File: config.mk
export PLATFORM = sky130hd
export DESIGN_NAME = pwm_parallel_ctrl
export DESIGN_NICKNAME = d
export VERILOG_FILES = /design/src/pkg/pwm_ctrl_pkg.sv /design/src/core/pwm_channel.sv /design/src/core/pwm_parallel_ctrl.sv
export SDC_FILE = /design/constraint.sdc
export NUM_CORES = 1
export LEC_CHECK = 0
export BUFFER_PORTS_ARGS = -buffer_cell sky130_fd_sc_hd__buf_2
export CAP_MARGIN = 20
export CORE_MARGIN = 10
export CORE_UTILIZATION = 51
export DETAILED_ROUTE_END_ITERATION = 12
export GPL_ROUTABILITY_DRIVEN = 0
export PLACE_DENSITY = 0.81
export SLEW_MARGIN = 40
export SYNTH_ARGS = -nofsm -noshare
export SYNTH_HDL_FRONTEND = slang
export SYNTH_SLANG_ARGS = --single-unit
export TNS_END_PERCENT = 50
File: constraint.sdc
create_clock -name i_ref_clk -period 7 [get_ports i_ref_clk]
set_input_delay 1.4 -clock i_ref_clk [delete_from_list [all_inputs] [get_ports i_ref_clk]]
set_output_delay 1.4 -clock i_ref_clk [all_outputs]
set_load 0.02 [all_outputs]
File: src/pkg/pwm_ctrl_pkg.sv
package pwm_ctrl_pkg;
	localparam int NCH = 2;
	// duty register fields
	localparam int DUTY_W = 8;
	localparam int DUTY_ON_BIT = 8;
	localparam logic [7:0] DUTY_FULL = 8'hFF;
	// channel configuration fields
	localparam int CONF_DLY_LSB = 0;
	localparam int DLY_W = 3;
	localparam int DLY_UNIT_W = 5;
	// overcurrent configuration fields
	localparam int OVC_SENSE_BIT = 5;
	localparam int OVC_CLK_INT_BIT = 6;
	localparam int OVC_DIV2_BIT = 7;
	// global configuration fields
	localparam int GCR_RUN0_BIT = 7;
	localparam int GCR_RUN1_BIT = 8;
	localparam int GCR_PARALLEL_BIT = 4;
	// fault register bit positions
	localparam int FLT_W = 6;
	localparam int FLT_OC = 0;
	localparam int FLT_SC = 1;
	localparam int FLT_OT = 2;
	localparam int FLT_OLON = 3;
	localparam int FLT_OLOFF = 4;
	localparam int FLT_OS = 5;
	localparam int RETRY_W = 4;
	localparam logic [3:0] RETRY_MAX = 4'hF;
	// calibration timing
	localparam int CLK_PERIOD_NS = 8;
	localparam int CSB_MIN_NS = 20000;
	localparam int CSB_MAX_NS = 2000000;
	localparam int CSB_MIN_CYC = (CSB_MIN_NS + CLK_PERIOD_NS - 1) / CLK_PERIOD_NS;
	localparam int CSB_MAX_CYC = CSB_MAX_NS / CLK_PERIOD_NS;
	localparam int MEAS_W = 18;
	localparam int PER_W = 10;
	localparam int PER_SHIFT = 8;
	localparam logic [9:0] INT_PER_DEFAULT = 10'h3E8;
	typedef enum logic [1:0] {
		CAL_IDLE = 2'b00,
		CAL_WAIT_FALL = 2'b01,
		CAL_MEASURE = 2'b10
	} cal_state_e;
endpackage

File: src/core/pwm_channel.sv
`timescale 1ns/10ps
module pwm_channel
	import pwm_ctrl_pkg::*;
(
	input wire logic i_ref_clk,
	input wire logic i_rst_n,
	input wire logic i_tick,
	input wire logic i_div2,
	input wire logic i_run,
	input wire logic i_on,
	input wire logic [7:0] i_duty,
	input wire logic [2:0] i_delay,
	input wire logic i_force,
	input wire logic i_kill,
	output logic o_out
);
	logic pre_r, pre_nxt;
	logic [7:0] dly_r, dly_nxt;
	logic [7:0] cnt_r, cnt_nxt;
	logic out_nxt;
	logic adv;
	logic dly_done;
	logic [7:0] dly_target;

	assign dly_target = {i_delay, {DLY_UNIT_W{1'b0}}}; // [RULE5]
	assign dly_done = (dly_r == dly_target);

	always_comb
	begin
		pre_nxt = pre_r;
		dly_nxt = dly_r;
		cnt_nxt = cnt_r;
		adv = 1'b0;
		if (!i_run)
		begin
			pre_nxt = 1'b0;
			dly_nxt = 8'h00;
			cnt_nxt = 8'h00;
		end
		else if (i_tick)
		begin
			pre_nxt = i_div2 ? ~pre_r : 1'b0; // [RULE4]
			adv = !i_div2 || pre_r; // [RULE3]
			if (adv && !dly_done)
				dly_nxt = dly_r + 8'h01; // [RULE5]
			else if (adv)
				cnt_nxt = cnt_r + 8'h01; // [RULE24]
		end
		if (i_kill || !i_on)
			out_nxt = 1'b0; // [RULE2]
		else if (i_force || !i_run)
			out_nxt = 1'b1; // [RULE9]
		else if (!dly_done)
			out_nxt = 1'b0;
		else if (i_duty == DUTY_FULL)
			out_nxt = 1'b1;
		else
			out_nxt = (cnt_r <= i_duty); // [RULE2] [RULE24]
	end

	// counters restart together on the run edge, so two channels fed one tick stay aligned
	always_ff @(posedge i_ref_clk)
	begin
		if (!i_rst_n)
		begin
			pre_r <= 1'b0;
			dly_r <= 8'h00;
			cnt_r <= 8'h00;
			o_out <= 1'b0;
		end
		else
		begin
			pre_r <= pre_nxt;
			dly_r <= dly_nxt;
			cnt_r <= cnt_nxt; // [RULE7]
			o_out <= out_nxt;
		end
	end

	a_off_when_low: assert property (@(posedge i_ref_clk) disable iff (!i_rst_n) // [RULE2]
		!i_on |=> !o_out) else $error("output on while channel-on is low");
	a_full_on_code: assert property (@(posedge i_ref_clk) disable iff (!i_rst_n) // [RULE2]
		(i_on && i_run && !i_kill && dly_done && i_duty == DUTY_FULL) |=> o_out)
		else $error("full duty code not fully on");
	a_force_follow: assert property (@(posedge i_ref_clk) disable iff (!i_rst_n) // [RULE9]
		(i_force && !i_kill) |=> (o_out == $past(i_on))) else $error("clock fail not following on bit");
	a_delay_hold: assert property (@(posedge i_ref_clk) disable iff (!i_rst_n) // [RULE5]
		(i_run && !dly_done && !i_force) |=> !o_out) else $error("output during switch-on delay");
	a_delay_bound: assert property (@(posedge i_ref_clk) disable iff (!i_rst_n) // [RULE5]
		dly_r <= dly_target || !i_run) else $error("delay counter overran");
endmodule // pwm_channel

File: src/core/pwm_parallel_ctrl.sv
`timescale 1ns/10ps
// How it works
// RULE1: each channel has its own PWM; config D6 picks internal (1) or external clock.
// RULE2: channel-on low forces off; code n gives (n+1)/256 on; all ones fully on.
// RULE3: switching rate is clock/256 internal, clock/256 or /512 external.
// RULE4: config D7 doubles the external division to 512 per channel.
// RULE5: 3-bit delay field delays PWM start by code times 32 clock periods.
// RULE6: host writes duty and delay before setting the run bit.
// RULE7: both run bits set together on external clock start channels in lockstep.
// RULE8: external clock out of band with PWM running sets clock-fail and fault pin.
// RULE9: during clock failure the output follows the channel-on bit.
// RULE10: clock resumes and fault pin releases after flag read with clock in band.
// RULE11: after calibration word, chip-select low time sets the internal period.
// RULE12: low pulse outside window is discarded; previous or default period kept.
// RULE13: in parallel mode channel 1 switching settings come from channel 0.
// RULE14: parallel readback mirrors channel 0; open-load and short-to-battery flags stay separate.
// RULE15: parallel mode uses only channel 0 current-sense ratio bit.
// RULE16: parallel overcurrent on either channel kills both, flags set in both.
// RULE17: parallel severe short or overtemperature kills both, flags set in both.
// RULE18: parallel retry counter of channel 0 governs both and is mirrored.
// RULE19: overtemperature turns channel off, sets flag, pulls fault pin low.
// RULE20: overtemperature keeps fault pin low until both cool and a channel turns on.
// RULE21: auto-retry turns an overtemperature-off channel back on when it clears.
// RULE22: overtemperature flag clears on fault read only if cool and pin high.
// RULE23: channel-on bit is D8 of the duty register above the duty code.
// RULE24: PWM uses a free-running 8-bit counter compared against the duty code.
// RULE25: clock-bad and overtemperature indications are synchronous single-bit inputs.
module pwm_parallel_ctrl
	import pwm_ctrl_pkg::*;
#(
	parameter int CSB_MAX_CYCLES = CSB_MAX_CYC
)
(
	input wire logic i_ref_clk,
	input wire logic i_rst_n,
	input wire logic [8:0] i_duty_reg_ch0,
	input wire logic [8:0] i_duty_reg_ch1,
	input wire logic [8:0] i_chan_conf_reg_ch0,
	input wire logic [8:0] i_chan_conf_reg_ch1,
	input wire logic [7:0] i_ovc_conf_reg_ch0,
	input wire logic [7:0] i_ovc_conf_reg_ch1,
	input wire logic [8:0] i_global_conf_reg,
	input wire logic [1:0] i_retry_en,
	input wire logic [1:0] i_delatch,
	input wire logic i_ext_clk,
	input wire logic [1:0] i_ext_clk_bad,
	input wire logic [1:0] i_overtemp,
	input wire logic [1:0] i_overcurrent_det,
	input wire logic [1:0] i_severe_short_det,
	input wire logic [1:0] i_openload_on_det,
	input wire logic [1:0] i_openload_off_det,
	input wire logic [1:0] i_out_short_batt_det,
	input wire logic [1:0] i_fault_read,
	input wire logic [1:0] i_diag_read,
	input wire logic i_calib_write,
	input wire logic i_chip_select_n,
	output logic [1:0] o_switch_out_pin,
	output logic o_fault_pin_n,
	output logic [5:0] o_fault_flags_reg_ch0,
	output logic [5:0] o_fault_flags_reg_ch1,
	output logic [3:0] o_retry_reg_ch0,
	output logic [3:0] o_retry_reg_ch1,
	output logic [1:0] o_clock_fail,
	output logic [1:0] o_sense_ratio,
	output logic [9:0] o_int_period
);
	logic parallel;
	logic [8:0] duty_eff [NCH];
	logic [8:0] conf_eff [NCH];
	logic [7:0] ovc_eff [NCH];
	logic [1:0] run;
	logic [1:0] clk_int;
	logic [1:0] monitor;
	logic [1:0] tick;
	logic [1:0] on_bit;

	assign parallel = i_global_conf_reg[GCR_PARALLEL_BIT];
	assign run = {i_global_conf_reg[GCR_RUN1_BIT], i_global_conf_reg[GCR_RUN0_BIT]}; // [RULE6]
	// in parallel mode channel 1 switching settings follow channel 0; its diagnostic bits stay its own
	assign duty_eff[0] = i_duty_reg_ch0;
	assign conf_eff[0] = i_chan_conf_reg_ch0;
	assign ovc_eff[0] = i_ovc_conf_reg_ch0;
	assign duty_eff[1] = parallel ? i_duty_reg_ch0 : i_duty_reg_ch1; // [RULE13]
	assign conf_eff[1] = parallel ? {i_chan_conf_reg_ch1[8:6], i_chan_conf_reg_ch0[5:0]}
		: i_chan_conf_reg_ch1; // [RULE13]
	assign ovc_eff[1] = parallel ? i_ovc_conf_reg_ch0 : i_ovc_conf_reg_ch1; // [RULE15]

	// internal clock tick and chip-select calibration
	cal_state_e cal_r, cal_nxt;
	logic [MEAS_W-1:0] meas_r, meas_nxt;
	logic [PER_W-1:0] per_r, per_nxt;
	logic [PER_W-1:0] icnt_r, icnt_nxt;
	logic csn_prev_r, ext_prev_r;
	logic int_tick, ext_rise;
	logic [MEAS_W-1:0] min_cyc, max_cyc;

	assign min_cyc = MEAS_W'(CSB_MIN_CYC);
	assign max_cyc = MEAS_W'(CSB_MAX_CYCLES);
	assign int_tick = (icnt_r == per_r - 10'h001);
	assign ext_rise = i_ext_clk && !ext_prev_r;

	always_comb
	begin
		cal_nxt = cal_r;
		meas_nxt = meas_r;
		per_nxt = per_r;
		icnt_nxt = int_tick ? 10'h000 : icnt_r + 10'h001;
		case (cal_r)
			CAL_IDLE:
				if (i_calib_write)
					cal_nxt = CAL_WAIT_FALL; // [RULE11]
			CAL_WAIT_FALL:
				if (csn_prev_r && !i_chip_select_n)
				begin
					cal_nxt = CAL_MEASURE;
					meas_nxt = '0;
				end
			CAL_MEASURE:
				if (!i_chip_select_n)
				begin
					if (meas_r <= max_cyc)
						meas_nxt = meas_r + 18'h00001;
				end
				else
				begin
					cal_nxt = CAL_IDLE;
					// low pulse sets 256 internal periods; out-of-window pulses are dropped
					if (meas_r >= min_cyc && meas_r <= max_cyc)
						per_nxt = meas_r[PER_SHIFT +: PER_W]; // [RULE11] [RULE12]
				end
			default:
				cal_nxt = CAL_IDLE;
		endcase
	end

	always_ff @(posedge i_ref_clk)
	begin
		if (!i_rst_n)
		begin
			cal_r <= CAL_IDLE;
			meas_r <= '0;
			per_r <= INT_PER_DEFAULT; // [RULE12]
			icnt_r <= 10'h000;
			csn_prev_r <= 1'b1;
			ext_prev_r <= 1'b0;
			o_int_period <= INT_PER_DEFAULT;
		end
		else
		begin
			cal_r <= cal_nxt;
			meas_r <= meas_nxt;
			per_r <= per_nxt;
			icnt_r <= icnt_nxt;
			csn_prev_r <= i_chip_select_n;
			ext_prev_r <= i_ext_clk;
			o_int_period <= per_nxt;
		end
	end

	// per-channel clock, faults and retry
	logic [1:0] cf_r, cf_nxt;
	logic [FLT_W-1:0] flt_r [NCH];
	logic [FLT_W-1:0] flt_nxt [NCH];
	logic [RETRY_W-1:0] rty_r [NCH];
	logic [RETRY_W-1:0] rty_nxt [NCH];
	logic [1:0] kill_r, kill_nxt;
	logic [1:0] on_prev_r;
	logic [1:0] retry_on;
	logic [1:0] turn_on;
	logic [1:0] oc_ev, sc_ev, ot_ev;
	logic ot_pin_r, ot_pin_nxt;
	logic fault_pin_nxt;

	genvar g;
	generate
		for (g = 0; g < NCH; g++)
		begin : g_ch
			logic cause;
			logic rty_en;
			assign on_bit[g] = duty_eff[g][DUTY_ON_BIT]; // [RULE23]
			assign clk_int[g] = ovc_eff[g][OVC_CLK_INT_BIT]; // [RULE1]
			assign monitor[g] = !clk_int[g] && run[g];
			// a failed external clock is ignored entirely
			assign tick[g] = clk_int[g] ? int_tick : (ext_rise && !cf_r[g]); // [RULE1] [RULE8]
			assign oc_ev[g] = parallel ? |i_overcurrent_det : i_overcurrent_det[g]; // [RULE16]
			assign sc_ev[g] = parallel ? |i_severe_short_det : i_severe_short_det[g]; // [RULE17]
			assign ot_ev[g] = parallel ? |i_overtemp : i_overtemp[g]; // [RULE17] [RULE25]
			assign cause = oc_ev[g] || sc_ev[g] || ot_ev[g];
			assign rty_en = parallel ? i_retry_en[0] : i_retry_en[g];
			assign retry_on[g] = kill_r[g] && !cause && rty_en && rty_r[g] != RETRY_MAX; // [RULE21]
			assign turn_on[g] = (on_bit[g] && !on_prev_r[g]) || retry_on[g];

			always_comb
			begin
				logic [FLT_W-1:0] f;
				logic [RETRY_W-1:0] r;
				logic k;
				f = flt_r[g];
				r = rty_r[g];
				k = kill_r[g];
				cf_nxt[g] = cf_r[g];
				// clear first so a same-cycle event wins
				if (i_diag_read[g] && !i_ext_clk_bad[g])
					cf_nxt[g] = 1'b0; // [RULE10]
				if (monitor[g] && i_ext_clk_bad[g])
					cf_nxt[g] = 1'b1; // [RULE8] [RULE25]
				if (i_fault_read[g])
				begin
					if (!oc_ev[g] && !k)
						f[FLT_OC] = 1'b0;
					if (!sc_ev[g] && !k)
						f[FLT_SC] = 1'b0;
					if (!i_overtemp[g] && o_fault_pin_n)
						f[FLT_OT] = 1'b0; // [RULE22]
					if (!i_openload_on_det[g])
						f[FLT_OLON] = 1'b0;
					if (!i_openload_off_det[g])
						f[FLT_OLOFF] = 1'b0;
					if (!i_out_short_batt_det[g])
						f[FLT_OS] = 1'b0;
				end
				f[FLT_OC] = f[FLT_OC] | oc_ev[g]; // [RULE16]
				f[FLT_SC] = f[FLT_SC] | sc_ev[g]; // [RULE17]
				f[FLT_OT] = f[FLT_OT] | ot_ev[g]; // [RULE19]
				f[FLT_OLON] = f[FLT_OLON] | i_openload_on_det[g]; // [RULE14]
				f[FLT_OLOFF] = f[FLT_OLOFF] | i_openload_off_det[g]; // [RULE14]
				f[FLT_OS] = f[FLT_OS] | i_out_short_batt_det[g]; // [RULE14]
				if (retry_on[g])
				begin
					k = 1'b0; // [RULE21]
					r = r + 4'h1;
				end
				if (i_delatch[g] && !cause)
				begin
					k = 1'b0;
					r = 4'h0;
				end
				if (cause)
					k = 1'b1; // [RULE19]
				flt_nxt[g] = f;
				if (g == 1 && parallel)
				begin
					r = rty_nxt[0]; // [RULE18]
					k = kill_nxt[0]; // [RULE18]
				end
				rty_nxt[g] = r;
				kill_nxt[g] = k;
			end

			pwm_channel u_pwm (
				.i_ref_clk(i_ref_clk),
				.i_rst_n(i_rst_n),
				.i_tick(tick[g]),
				.i_div2(!clk_int[g] && ovc_eff[g][OVC_DIV2_BIT]),
				.i_run(run[g]),
				.i_on(on_bit[g]),
				.i_duty(duty_eff[g][DUTY_W-1:0]),
				.i_delay(conf_eff[g][CONF_DLY_LSB +: DLY_W]),
				.i_force(cf_r[g]),
				.i_kill(kill_r[g]),
				.o_out(o_switch_out_pin[g])
			);
		end
	endgenerate

	always_comb
	begin
		ot_pin_nxt = ot_pin_r;
		if (!(|i_overtemp) && |turn_on)
			ot_pin_nxt = 1'b0; // [RULE20]
		if (|i_overtemp)
			ot_pin_nxt = 1'b1; // [RULE19]
		fault_pin_nxt = !(ot_pin_nxt || |cf_nxt || |kill_nxt); // [RULE8]
	end

	always_ff @(posedge i_ref_clk)
	begin
		if (!i_rst_n)
		begin
			cf_r <= 2'b00;
			kill_r <= 2'b00;
			on_prev_r <= 2'b00;
			ot_pin_r <= 1'b0;
			flt_r[0] <= '0;
			flt_r[1] <= '0;
			rty_r[0] <= '0;
			rty_r[1] <= '0;
			o_fault_pin_n <= 1'b1;
			o_fault_flags_reg_ch0 <= '0;
			o_fault_flags_reg_ch1 <= '0;
			o_retry_reg_ch0 <= '0;
			o_retry_reg_ch1 <= '0;
			o_clock_fail <= 2'b00;
			o_sense_ratio <= 2'b00;
		end
		else
		begin
			cf_r <= cf_nxt;
			kill_r <= kill_nxt;
			on_prev_r <= on_bit;
			ot_pin_r <= ot_pin_nxt;
			flt_r[0] <= flt_nxt[0];
			flt_r[1] <= flt_nxt[1];
			rty_r[0] <= rty_nxt[0];
			rty_r[1] <= rty_nxt[1];
			o_fault_pin_n <= fault_pin_nxt;
			o_fault_flags_reg_ch0 <= flt_nxt[0];
			o_fault_flags_reg_ch1 <= flt_nxt[1]; // [RULE14]
			o_retry_reg_ch0 <= rty_nxt[0];
			o_retry_reg_ch1 <= rty_nxt[1]; // [RULE18]
			o_clock_fail <= cf_nxt;
			o_sense_ratio <= {ovc_eff[1][OVC_SENSE_BIT], ovc_eff[0][OVC_SENSE_BIT]}; // [RULE15]
		end
	end

	a_clk_fail_flag: assert property (@(posedge i_ref_clk) disable iff (!i_rst_n) // [RULE8]
		(monitor[0] && i_ext_clk_bad[0]) |=> (o_clock_fail[0] && !o_fault_pin_n))
		else $error("clock failure not flagged");
	a_clk_fail_hold: assert property (@(posedge i_ref_clk) disable iff (!i_rst_n) // [RULE10]
		(o_clock_fail[0] && !i_diag_read[0]) |=> o_clock_fail[0]) else $error("clock fail dropped early");
	a_par_oc_both: assert property (@(posedge i_ref_clk) disable iff (!i_rst_n) // [RULE16]
		(parallel && i_overcurrent_det[1]) |=> (o_fault_flags_reg_ch0[FLT_OC]
		&& o_fault_flags_reg_ch1[FLT_OC])) else $error("parallel overcurrent not in both");
	a_ot_pin_low: assert property (@(posedge i_ref_clk) disable iff (!i_rst_n) // [RULE19]
		ot_ev[0] |=> (!o_fault_pin_n && o_fault_flags_reg_ch0[FLT_OT] && kill_r[0]))
		else $error("overtemperature not handled");
	a_retry_mirror: assert property (@(posedge i_ref_clk) disable iff (!i_rst_n) // [RULE18]
		parallel |=> (o_retry_reg_ch1 == o_retry_reg_ch0)) else $error("retry not mirrored");
	a_ot_flag_clear: assert property (@(posedge i_ref_clk) disable iff (!i_rst_n) // [RULE22]
		$fell(o_fault_flags_reg_ch0[FLT_OT]) |-> ($past(i_fault_read[0]) && $past(o_fault_pin_n)))
		else $error("overtemperature flag cleared without read");
	a_cal_period: assert property (@(posedge i_ref_clk) disable iff (!i_rst_n) // [RULE12]
		(per_r != $past(per_r)) |-> ($past(cal_r) == CAL_MEASURE && $past(meas_r) >= min_cyc))
		else $error("period changed outside valid calibration");
endmodule // pwm_parallel_ctrl

Yosys cells after proc, flatten, opt, wreduce, memory -nomap -nowiden --
Memories as Yosys holds them, arrays and structs flattened. Index checks and enable logic that the tools add are counted.
Cells by class: reduce and logical (&&, ||, !) cells 96, eq/ne operators 14, shifts and indexed selects 0, bitwise gates (word level) 21, multiplexer cells 66, div/mod/pow operators 0, magnitude comparators 4, $mul 0, add/sub/neg operators 9
Operator list (number):
- 18-bit 2-to-1 mux | 3
- 1-bit 2-to-1 mux | 44
- 18-bit case mux with 2 select lines | 1
- 8-bit by 1-bit adder with 8-bit output, second input constant | 4
- 1-bit logical AND | 32
- 1-bit logical NOT | 30
- 4-bit 2-to-1 mux | 7
- 6-bit 2-to-1 mux | 4
- 18-bit by 1-bit adder with 18-bit output, second input constant | 1
- 18-bit by 12-bit greater-or-equal comparator with 1-bit output, second input constant | 1
- 18-bit <= comparator, second input constant | 1
- 2-bit OR reduction | 9
- 8-bit equality test | 2
- 8-bit equality test, second input constant | 2
- 8-bit <= comparator | 2
- 1-bit bitwise OR | 16
- 1-bit logical OR | 14
- 3-bit AND reduction | 4
- 10-bit by 1-bit adder with 10-bit output, second input constant | 1
- 10-bit equality test | 1
- 2-bit inequality test, second input constant | 5
- 10-bit by 1-bit subtractor with 10-bit output, second input constant | 1
- 9-bit 2-to-1 mux | 1
- 4-bit by 1-bit adder with 4-bit output, second input constant | 2
- 12 further kinds | 22
Word-level totals: memory bits (writable) 20, memory bits (read-only) 0, output and inout bits 37, memories kept 2, flip-flop bits (word level) 108, bits of input ports 88, logic and storage cells 236, bits in latches 0
Memory list:
- flt_r | depth 2, bits a word 6, read ports 2, clocked after Yosys merged registers in 0, wr ports 2, line pwm_parallel_ctrl.sv:162 | logic [FLT_W-1:0] flt_r [NCH];
- rty_r | depth 2, bits a word 4, read ports 2, clocked after Yosys merged registers in 0, wr ports 2, line pwm_parallel_ctrl.sv:164 | logic [RETRY_W-1:0] rty_r [NCH];

Logic depth before layout (Yosys ltp) --
Gate-level depths: netlist of the first run.
depth in word-level cells 16, depth in mapped cells 11, gate-level depth less buffers 9

Modules after synthesis --
A second synthesis of the first run with hierarchy kept.
Unflattened totals: cells, all modules 729, area total of the unflattened synthesis 6175.9 um^2
By module, submodules not included:
- pwm_parallel_ctrl | instances 1, cells an instance 457, seq. area each 1441.4 um^2, area an instance 3888.7 um^2
- pwm_channel | instances 2, cells an instance 136, seq. area each 360.3 um^2, area an instance 1143.6 um^2

Worst setup path before layout of the first run --
OpenSTA, ideal clock, no wires.
path type input to register, start point input i_global_conf_reg[4], end point register g_ch[1].u_pwm.o_out, slack 3.508 ns, arrival time 3.401 ns, stages 11, setup time 0.091 ns, buffers on the path 2, data required time 6.909 ns, path through buf_2 > buf_1 > mux2i_1 > ha_1 > nor2b_1 > o21ai_0 > nand2b_1 > a21oi_1 > o21a_1 > o21ai_0 > a311oi_1
Between the ends: cells in the longest elaborated chain, start to end 5, elaborated cells on any way between the ends 11, classes of those cells order compare (1); eq/ne (2); mux (5); reduce/logical (3)
Ends and longest elaborated chain:
- start: declaration | line pwm_parallel_ctrl.sv:42 | input wire logic [8:0] i_global_conf_reg,
- 9-bit 2-to-1 mux | line pwm_parallel_ctrl.sv:83 | assign duty_eff[1] = parallel ? i_duty_reg_ch0 : i_duty_reg_ch1;
- 8-bit <= comparator or 8-bit equality test (tied branches) | line pwm_channel.sv:58, pwm_channel.sv:55
- 1-bit 2-to-1 mux | line pwm_channel.sv:55 | else if (i_duty == DUTY_FULL)
- 1-bit 2-to-1 mux | line pwm_channel.sv:53 | else if (!dly_done)
- 1-bit 2-to-1 mux | line pwm_channel.sv:51 | else if (i_force || !i_run)
- end signal: assignment | line pwm_channel.sv:76 | o_out <= out_nxt;
- end: declaration | line pwm_channel.sv:15 | output logic o_out
Parallel ways exist; a longest one is shown, timed or not. A chain may end at the register's enable or synchronous reset.

Worst setup path in the final report of the first run --
start point input i_global_conf_reg[4], end point register g_ch[1].u_pwm.cnt_r[7]
Between the ends: cells in the longest elaborated chain, start to end 8, elaborated cells on any way between the ends 12, classes of those cells eq/ne (1); mux (3); bitwise (1); reduce/logical (7)
Ends and longest elaborated chain:
- branches (longest 7 deep; another with 8-bit equality test)
- 3-bit AND reduction (no line) *
- end signal: assignment | line pwm_channel.sv:75 | cnt_r <= cnt_nxt;
- end: declaration | line pwm_channel.sv:19 | logic [7:0] cnt_r, cnt_nxt;
Mark *: on every way between the ends.

==> impl_metrics.env, run 1 <==
export IMPL_maxSlewHeadroom_pct=50.9
export IMPL_clkTransAtPathRegs_ps=70
export IMPL_grt_total_usage_pct=17.0
export IMPL_grt_max_degree=50
export IMPL_clockBufferDepth=2
export IMPL_fmaxAchievable_mhz=262
export IMPL_vias=5347
export IMPL_cts_root_buffer="clkbuf_16"
export IMPL_clk_latency_ps=350
export IMPL_reg2reg_to="g_ch[0].u_pwm.cnt_r[4]"
export IMPL_placementRows=39
export IMPL_layout_area_seq_um2=2160
export IMPL_ir_worst_vdd_mv=0.304
export IMPL_final_nets=899
export IMPL_post_place_ws_ps=2810
export IMPL_drtPass1Iterations=4
export IMPL_cts_tree="built"
export IMPL_leakage_nw=2.70
export IMPL_period_needed_ps=3820
export IMPL_io_pins=125
export IMPL_crit_type="input pin to flip-flop"
export IMPL_die_h_um=128
export IMPL_synth_seq_cells=108
export IMPL_htree_levels=3
export IMPL_path_max_fanout=28
export IMPL_grt_first_pass_wirelength_um=23900
export IMPL_hold_class="flip-flop to flip-flop"
export IMPL_critPathArrivalTime_ps=4090
export IMPL_drive_gt1_share_pct=16.6
export IMPL_status="finished clean"
export IMPL_ant_nets=0
export IMPL_core_area_um2=11500
export IMPL_drt_total_wl_um=14100
export IMPL_post_route_util_pct=59.8
export IMPL_async_flop_share_pct=0
export IMPL_required_ps=7270
export IMPL_multi_input_area_um2=3560
export IMPL_die_area_um2=16500
export IMPL_tightest_slew_ps=735
export IMPL_fin_ws_ps=3180
export IMPL_drt_iter0_markers=283
export IMPL_synth_edf_count=0
export IMPL_power_mw=1.29
export IMPL_fin_hold_ws_ps=484
export IMPL_wl_per_cell_um=15.1
export IMPL_dp_hpwl_um=10500
export IMPL_synthFlopType="dfxtp_1"
export IMPL_grt_setup_unrepaired="false"
export IMPL_antenna_found_initial=2
export IMPL_holdBufCountCts=0
export IMPL_n_fill_cell=1016
export IMPL_gr_total_overflow=0
export IMPL_reg2regPathDepth=9
export IMPL_fin_skew_ps=6.44
export IMPL_yosysSeqAreaShare_pct=36.1
export IMPL_area_growth_pct=14.5
export IMPL_slew_violations=0
export IMPL_cp_endpoint="g_ch[1].u_pwm.cnt_r[7]"
export IMPL_rr_startpoint="per_r[0]"
export IMPL_cp_start_kind="input pin"
export IMPL_synth_nets=825
export IMPL_syn_inst=709
export IMPL_yosysWarnings=0
export IMPL_viasPerCell=5.74
export IMPL_post_cts_resized=0
export IMPL_finalSetupViolCount=0
export IMPL_clock_sinks=108
export IMPL_numCtsBuffers=9
export IMPL_fp_dieW_um=128
export IMPL_fin_crit_sh_pct=54.6
export IMPL_synth_area_um2=5990
export IMPL_drv_cap=0
export IMPL_hold_violations=0
export IMPL_post_cts_setup_buffer_count=0
export IMPL_start_util_pct=52.2
export IMPL_power_density_nw_per_um2=188
export IMPL_drc_errors=0
export IMPL_synth_area_per_cell_um2=8.45
export IMPL_grt_pass1_vias=5019
export IMPL_port_buffers=96
export IMPL_setup_tns_final_ps=0
export IMPL_endpoint_kind="flip-flop"
export IMPL_timing_reg2reg_setup_slack_ps=3710
export IMPL_setup_worst_path_start="i_global_conf_reg[4]"
export IMPL_ys_types=65
## final cells by class
| class | instances | share of cell area (%) |
|---|---|---|
| multi-input combinational | 527 | 51.9 |
| antenna | 1 | 0.0365 |
| clock buffer | 11 | 3.54 |
| clock inverter | 5 | 0.967 |
| inverter | 39 | 2.14 |
| sequential | 108 | 31.5 |
| tap | 143 | 2.61 |
| timing repair buffer | 98 | 7.23 |
## critical path, stage by stage
cell     delay [ps]
buf_2           550
mux2i_1         350
xnor2_1         120
nor4_2          570
nor3b_1         300
a41oi_2         160
or3_1           470
a21oi_1         160
## how the worst min path moves through the flow
stage / startpoint / endpoint / slack (ps) / cells after the start
3_3_place_gp: icnt_r[0] / icnt_r[0] / 470 / 1
5_1_grt: g_ch[1].u_pwm.pre_r / g_ch[1].u_pwm.pre_r / 520 / 2
4_1_cts: icnt_r[0] / icnt_r[0] / 490 / 1
3_5_place_dp: icnt_r[0] / icnt_r[0] / 470 / 1
2_1_floorplan: kill_r[1] / g_ch[1].u_pwm.o_out / 420 / 1
6_report: icnt_r[0] / icnt_r[0] / 480 / 1
## synthesized netlist by cell type (all sizes together) (5+ instances only)
| library cell | number | share of area, % |
|---|---|---|
| ha | 28 | 5.8 |
| nand3 | 26 | 2.2 |
| nand2b | 11 | 1.1 |
| and3 | 5 | 0.52 |
| and2 | 12 | 1.3 |
| dfxtp | 108 | 36 |
| or4 | 15 | 1.9 |
| xnor2 | 28 | 4.1 |
| inv | 39 | 2.4 |
| xor2 | 12 | 1.8 |
| buf | 14 | 1.4 |
| nor4 | 5 | 0.77 |
| o21a | 8 | 1.0 |
| nor2b | 25 | 2.6 |
| a211oi | 8 | 1.0 |
| or3 | 19 | 2.0 |
| nand4 | 19 | 2.0 |
| o31ai | 17 | 2.2 |
| nor2 | 48 | 3.0 |
| nand2 | 55 | 3.4 |
| mux2i | 25 | 4.2 |
| o211ai | 9 | 1.1 |
| a221oi | 7 | 1.0 |
| o21ai | 30 | 2.5 |
| a31oi | 9 | 1.0 |
| clkbuf | 21 | 1.3 |
| a21oi | 45 | 3.8 |
| nor3 | 11 | 0.92 |
## metrics by stage
stage	area, um^2	cells
floorplan	5990	709
CTS	6850	931
detailed placement	6540	915
global route	6860	932
finish	6860	932
global placement	6500	915
## flip-flops by register name, indices dropped and copies added (netlist names), 3 cells and up
name	flops
o_retry_reg_ch0	3
o_fault_flags_reg_ch0	5
o_fault_flags_reg_ch1	6
o_retry_reg_ch1	4
g_ch.u_pwm.cnt_r	16
g_ch.u_pwm.dly_r	16
icnt_r	10
meas_r	18
per_r	10
## cells by family after synthesis
logic type,Yosys count,synth area share (%)
buffers and inverters,74,5.12
AO/OA/AOI/OAI,160,17.8
flip-flops,108,36.1
XOR/XNOR,40,5.85
AND/OR/NAND/NOR,272,24.7
adder cells (fa/ha/maj),28,5.85
multiplexers,27,4.55
## metal layers
metal	wire [um]	vias up	GRT usage (%)	share of wire, %
met3	1030	18	5.91	7.3
met1	6250	2482	21.3	44
met4	204	2	5.30	1.5
met2	6560	129	27.0	47
li1	-	2716	-	-
met5	13	-	0	0.092
## placed cells by master, fill, tap and decap left out, drive strengths merged, types with 26 or more instances in the layout
master and count:
a21oi 45, inv 42, nand3 26, o21ai 30, buf 98, nor2 48
ha 28, dfxtp 108, nand2 55, xnor2 28
## where the power goes
group | total (mW) | switching [mW] | internal (mW)
clock network | 0.529 | 0.236 | 0.293
registers | 0.637 | 0.00992 | 0.627
logic | 0.124 | 0.0752 | 0.0492
total | 1.29 | 0.321 | 0.969
No activity file was read; power rests on OpenSTA's default activity.
==> run 2: changes to the inputs <==
- clock period: 7 -> 3.7 ns (I/O delays scaled with it)
==> run 2 against run 1 <==
Compared with the run above:
- via count is essentially flat
- core utilization shrank 0.17 points
- worst hold slack improved by 6.0 ps
- sequential share of layout area up 0.092 points
- clock skew rose by 5.5 ps
- combinational power up 90%
- wire length up 0.14%
- die area is the same
- count of clock-buffer cells in the layout decreased by 1
- flip-flop and latch count stayed put
- first-iteration DRC count increased by 5.7%
- largest power group unchanged
==> impl_metrics.env, run 2 (synthesized netlist as in run 1, its figures left out) <==
export IMPL_status="finished clean"
export IMPL_die_h_um=128
export IMPL_tightest_slew_ps=751
export IMPL_vias=5346
export IMPL_critPathArrivalTime_ps=3380
export IMPL_fin_skew_ps=12.0
export IMPL_clk_latency_ps=360
export IMPL_cpMostUsedCell="a21oi_1"
export IMPL_clkTransAtPathRegs_ps=80
export IMPL_fin_crit_sh_pct=83.8
export IMPL_endpoint_kind="flip-flop"
export IMPL_setup_worst_path_start="per_r[0]"
export IMPL_start_util_pct=52.2
export IMPL_port_buffers=96
export IMPL_largest_register_ffs=18
export IMPL_area_growth_pct=14.1
export IMPL_post_place_ws_ps=560
export IMPL_final_nets=903
export IMPL_core_area_um2=11500
export IMPL_drt_met1_wl_um=6370
export IMPL_hold_violations=0
export IMPL_grt_setup_unrepaired="false"
export IMPL_hold_class="flip-flop to flip-flop"
export IMPL_reg2reg_to="g_ch[0].u_pwm.cnt_r[5]"
export IMPL_post_route_util_pct=59.6
export IMPL_drc_errors=0
export IMPL_fp_dieW_um=128
export IMPL_io_pins=125
export IMPL_grt_max_degree=35
export IMPL_layout_common_cells="dfxtp_1 (108), buf_2 (96), nand2_1 (55)"
export IMPL_leakage_nw=2.72
export IMPL_cp_start_kind="flip-flop"
export IMPL_drv_cap=0
export IMPL_crit_type="flip-flop to flip-flop"
export IMPL_wl_met3_um=950
export IMPL_dp_hpwl_um=10700
export IMPL_period_needed_ps=3100
export IMPL_fin_ws_ps=599
export IMPL_n_antenna_cell=0
export IMPL_cts_root_buffer="clkbuf_16"
export IMPL_post_cts_setup_buffer_count=0
export IMPL_clockBufferDepth=2
export IMPL_cp_endpoint="g_ch[0].u_pwm.cnt_r[5]"
export IMPL_rr_startpoint="per_r[0]"
export IMPL_finalSetupViolCount=0
export IMPL_path_cells="inv_1 > ha_1 > nor3b_1 > a21oi_1 > nand4b_1 > nor4_4 > a31oi_2 > buf_4 > or4_1 > a21oi_1"
export IMPL_reg2regPathDepth=10
export IMPL_path_max_fanout=32
export IMPL_setup_tns_final_ps=0
export IMPL_dpl_instance_area_um2=6550
export IMPL_top_regs="meas_r x18, g_ch.u_pwm.cnt_r x16, g_ch.u_pwm.dly_r x16"
export IMPL_final_common_cell="dfxtp_1"
export IMPL_post_cts_resized=0
export IMPL_die_area_um2=16500
export IMPL_holdBufCountCts=0
export IMPL_postLayoutCellArea_um2=6840
export IMPL_htree_levels=3
export IMPL_numCtsBuffers=9
export IMPL_ir_worst_vdd_mv=0.504
export IMPL_largest_register="meas_r"
export IMPL_viasPerCell=5.72
export IMPL_power_density_nw_per_um2=350
export IMPL_cts_tree="built"
export IMPL_timing_reg2reg_setup_slack_ps=600
export IMPL_drive_gt1_share_pct=16.8
export IMPL_dp_cells=919
export IMPL_drt_iter0_markers=299
export IMPL_slew_violations=0
export IMPL_final_cells=935
export IMPL_dr_wl_met2_um=6570
export IMPL_ant_nets=0
export IMPL_fin_hold_ws_ps=490
export IMPL_wl_per_cell_um=15.1
export IMPL_maxSlewHeadroom_pct=49.8
export IMPL_power_mw=2.39
export IMPL_max_stage_delay_ps=510
export IMPL_routed_top_layer="met5"
export IMPL_clock_sinks=108
export IMPL_antenna_found_initial=1
export IMPL_grt_total_usage_pct=16.8
export IMPL_placementRows=39
export IMPL_required_ps=3980
export IMPL_drt_total_wl_um=14100
export IMPL_grt_first_pass_wirelength_um=23500
export IMPL_grt_pass1_vias=4986
export IMPL_drtPass1Iterations=5
export IMPL_crit_slowest_cell="or4_1"
export IMPL_gr_total_overflow=0
export IMPL_fmaxAchievable_mhz=323
-- run 2: cell types whose count changed in the layout (fill, tap and decap cells not counted) --
| cell | delta |
|---|---|
| clkinv_2 | +1 |
| diode_2 | -1 |
| buf_4 | +4 |
| clkbuf_1 | -1 |
| a31oi_4 | -1 |
| o311ai_2 | -1 |
| inv_6 | +2 |
| o311ai_1 | +1 |
| nor4_2 | -1 |
| clkinvlp_4 | -1 |
| a31oi_1 | +1 |
| nor4_1 | +1 |
| bufinv_16 | -1 |
-- run 2: layer usage --
metal | global-route usage (%) | vias to the layer above
met4 | 4.37 | 2
met2 | 26.9 | 127
met5 | 0 | -
li1 | - | 2717
met3 | 5.95 | 17
met1 | 21.0 | 2483
-- run 2: critical path: cells and delay by family, from the launching register on --
| family | cells | cell delay (ps) |
|---|---|---|
| AO/OA/AOI/OAI | 3 | 410 |
| adder cells (fa/ha/maj) | 1 | 340 |
| buffers and inverters | 2 | 320 |
| flip-flops | 1 | 370 |
| AND/OR/NAND/NOR | 4 | 1580 |
-- run 2: cell type report --
class / instances / area, um^2
Fill cell: 1011 / 4630
Multi-Input combinational cell: 527 / 3530
Sequential cell: 108 / 2160
Timing Repair Buffer: 102 / 526
Clock buffer: 10 / 239
Tap cell: 143 / 179
Inverter: 39 / 146
Clock inverter: 6 / 51.3
-- run 2: how the worst min path moves through the flow --
stage / start / slack, ps / depth (start not counted) / to
6_report: g_ch[1].u_pwm.cnt_r[7] / 490 / 2 / g_ch[1].u_pwm.cnt_r[7]
5_1_grt: cal_r[1] / 510 / 1 / cal_r[0]
4_1_cts: cal_r[1] / 480 / 1 / cal_r[0]
3_5_place_dp: cal_r[1] / 470 / 1 / cal_r[0]
3_3_place_gp: icnt_r[0] / 470 / 1 / icnt_r[0]
2_1_floorplan: kill_r[1] / 420 / 1 / g_ch[1].u_pwm.o_out
-- run 2: power breakdown --
| group | switching (mW) | internal (mW) |
|---|---|---|
| Clock | 0.465 | 0.489 |
| Combinational | 0.142 | 0.0944 |
| Sequential | 0.0185 | 1.19 |
| Total | 0.625 | 1.77 |
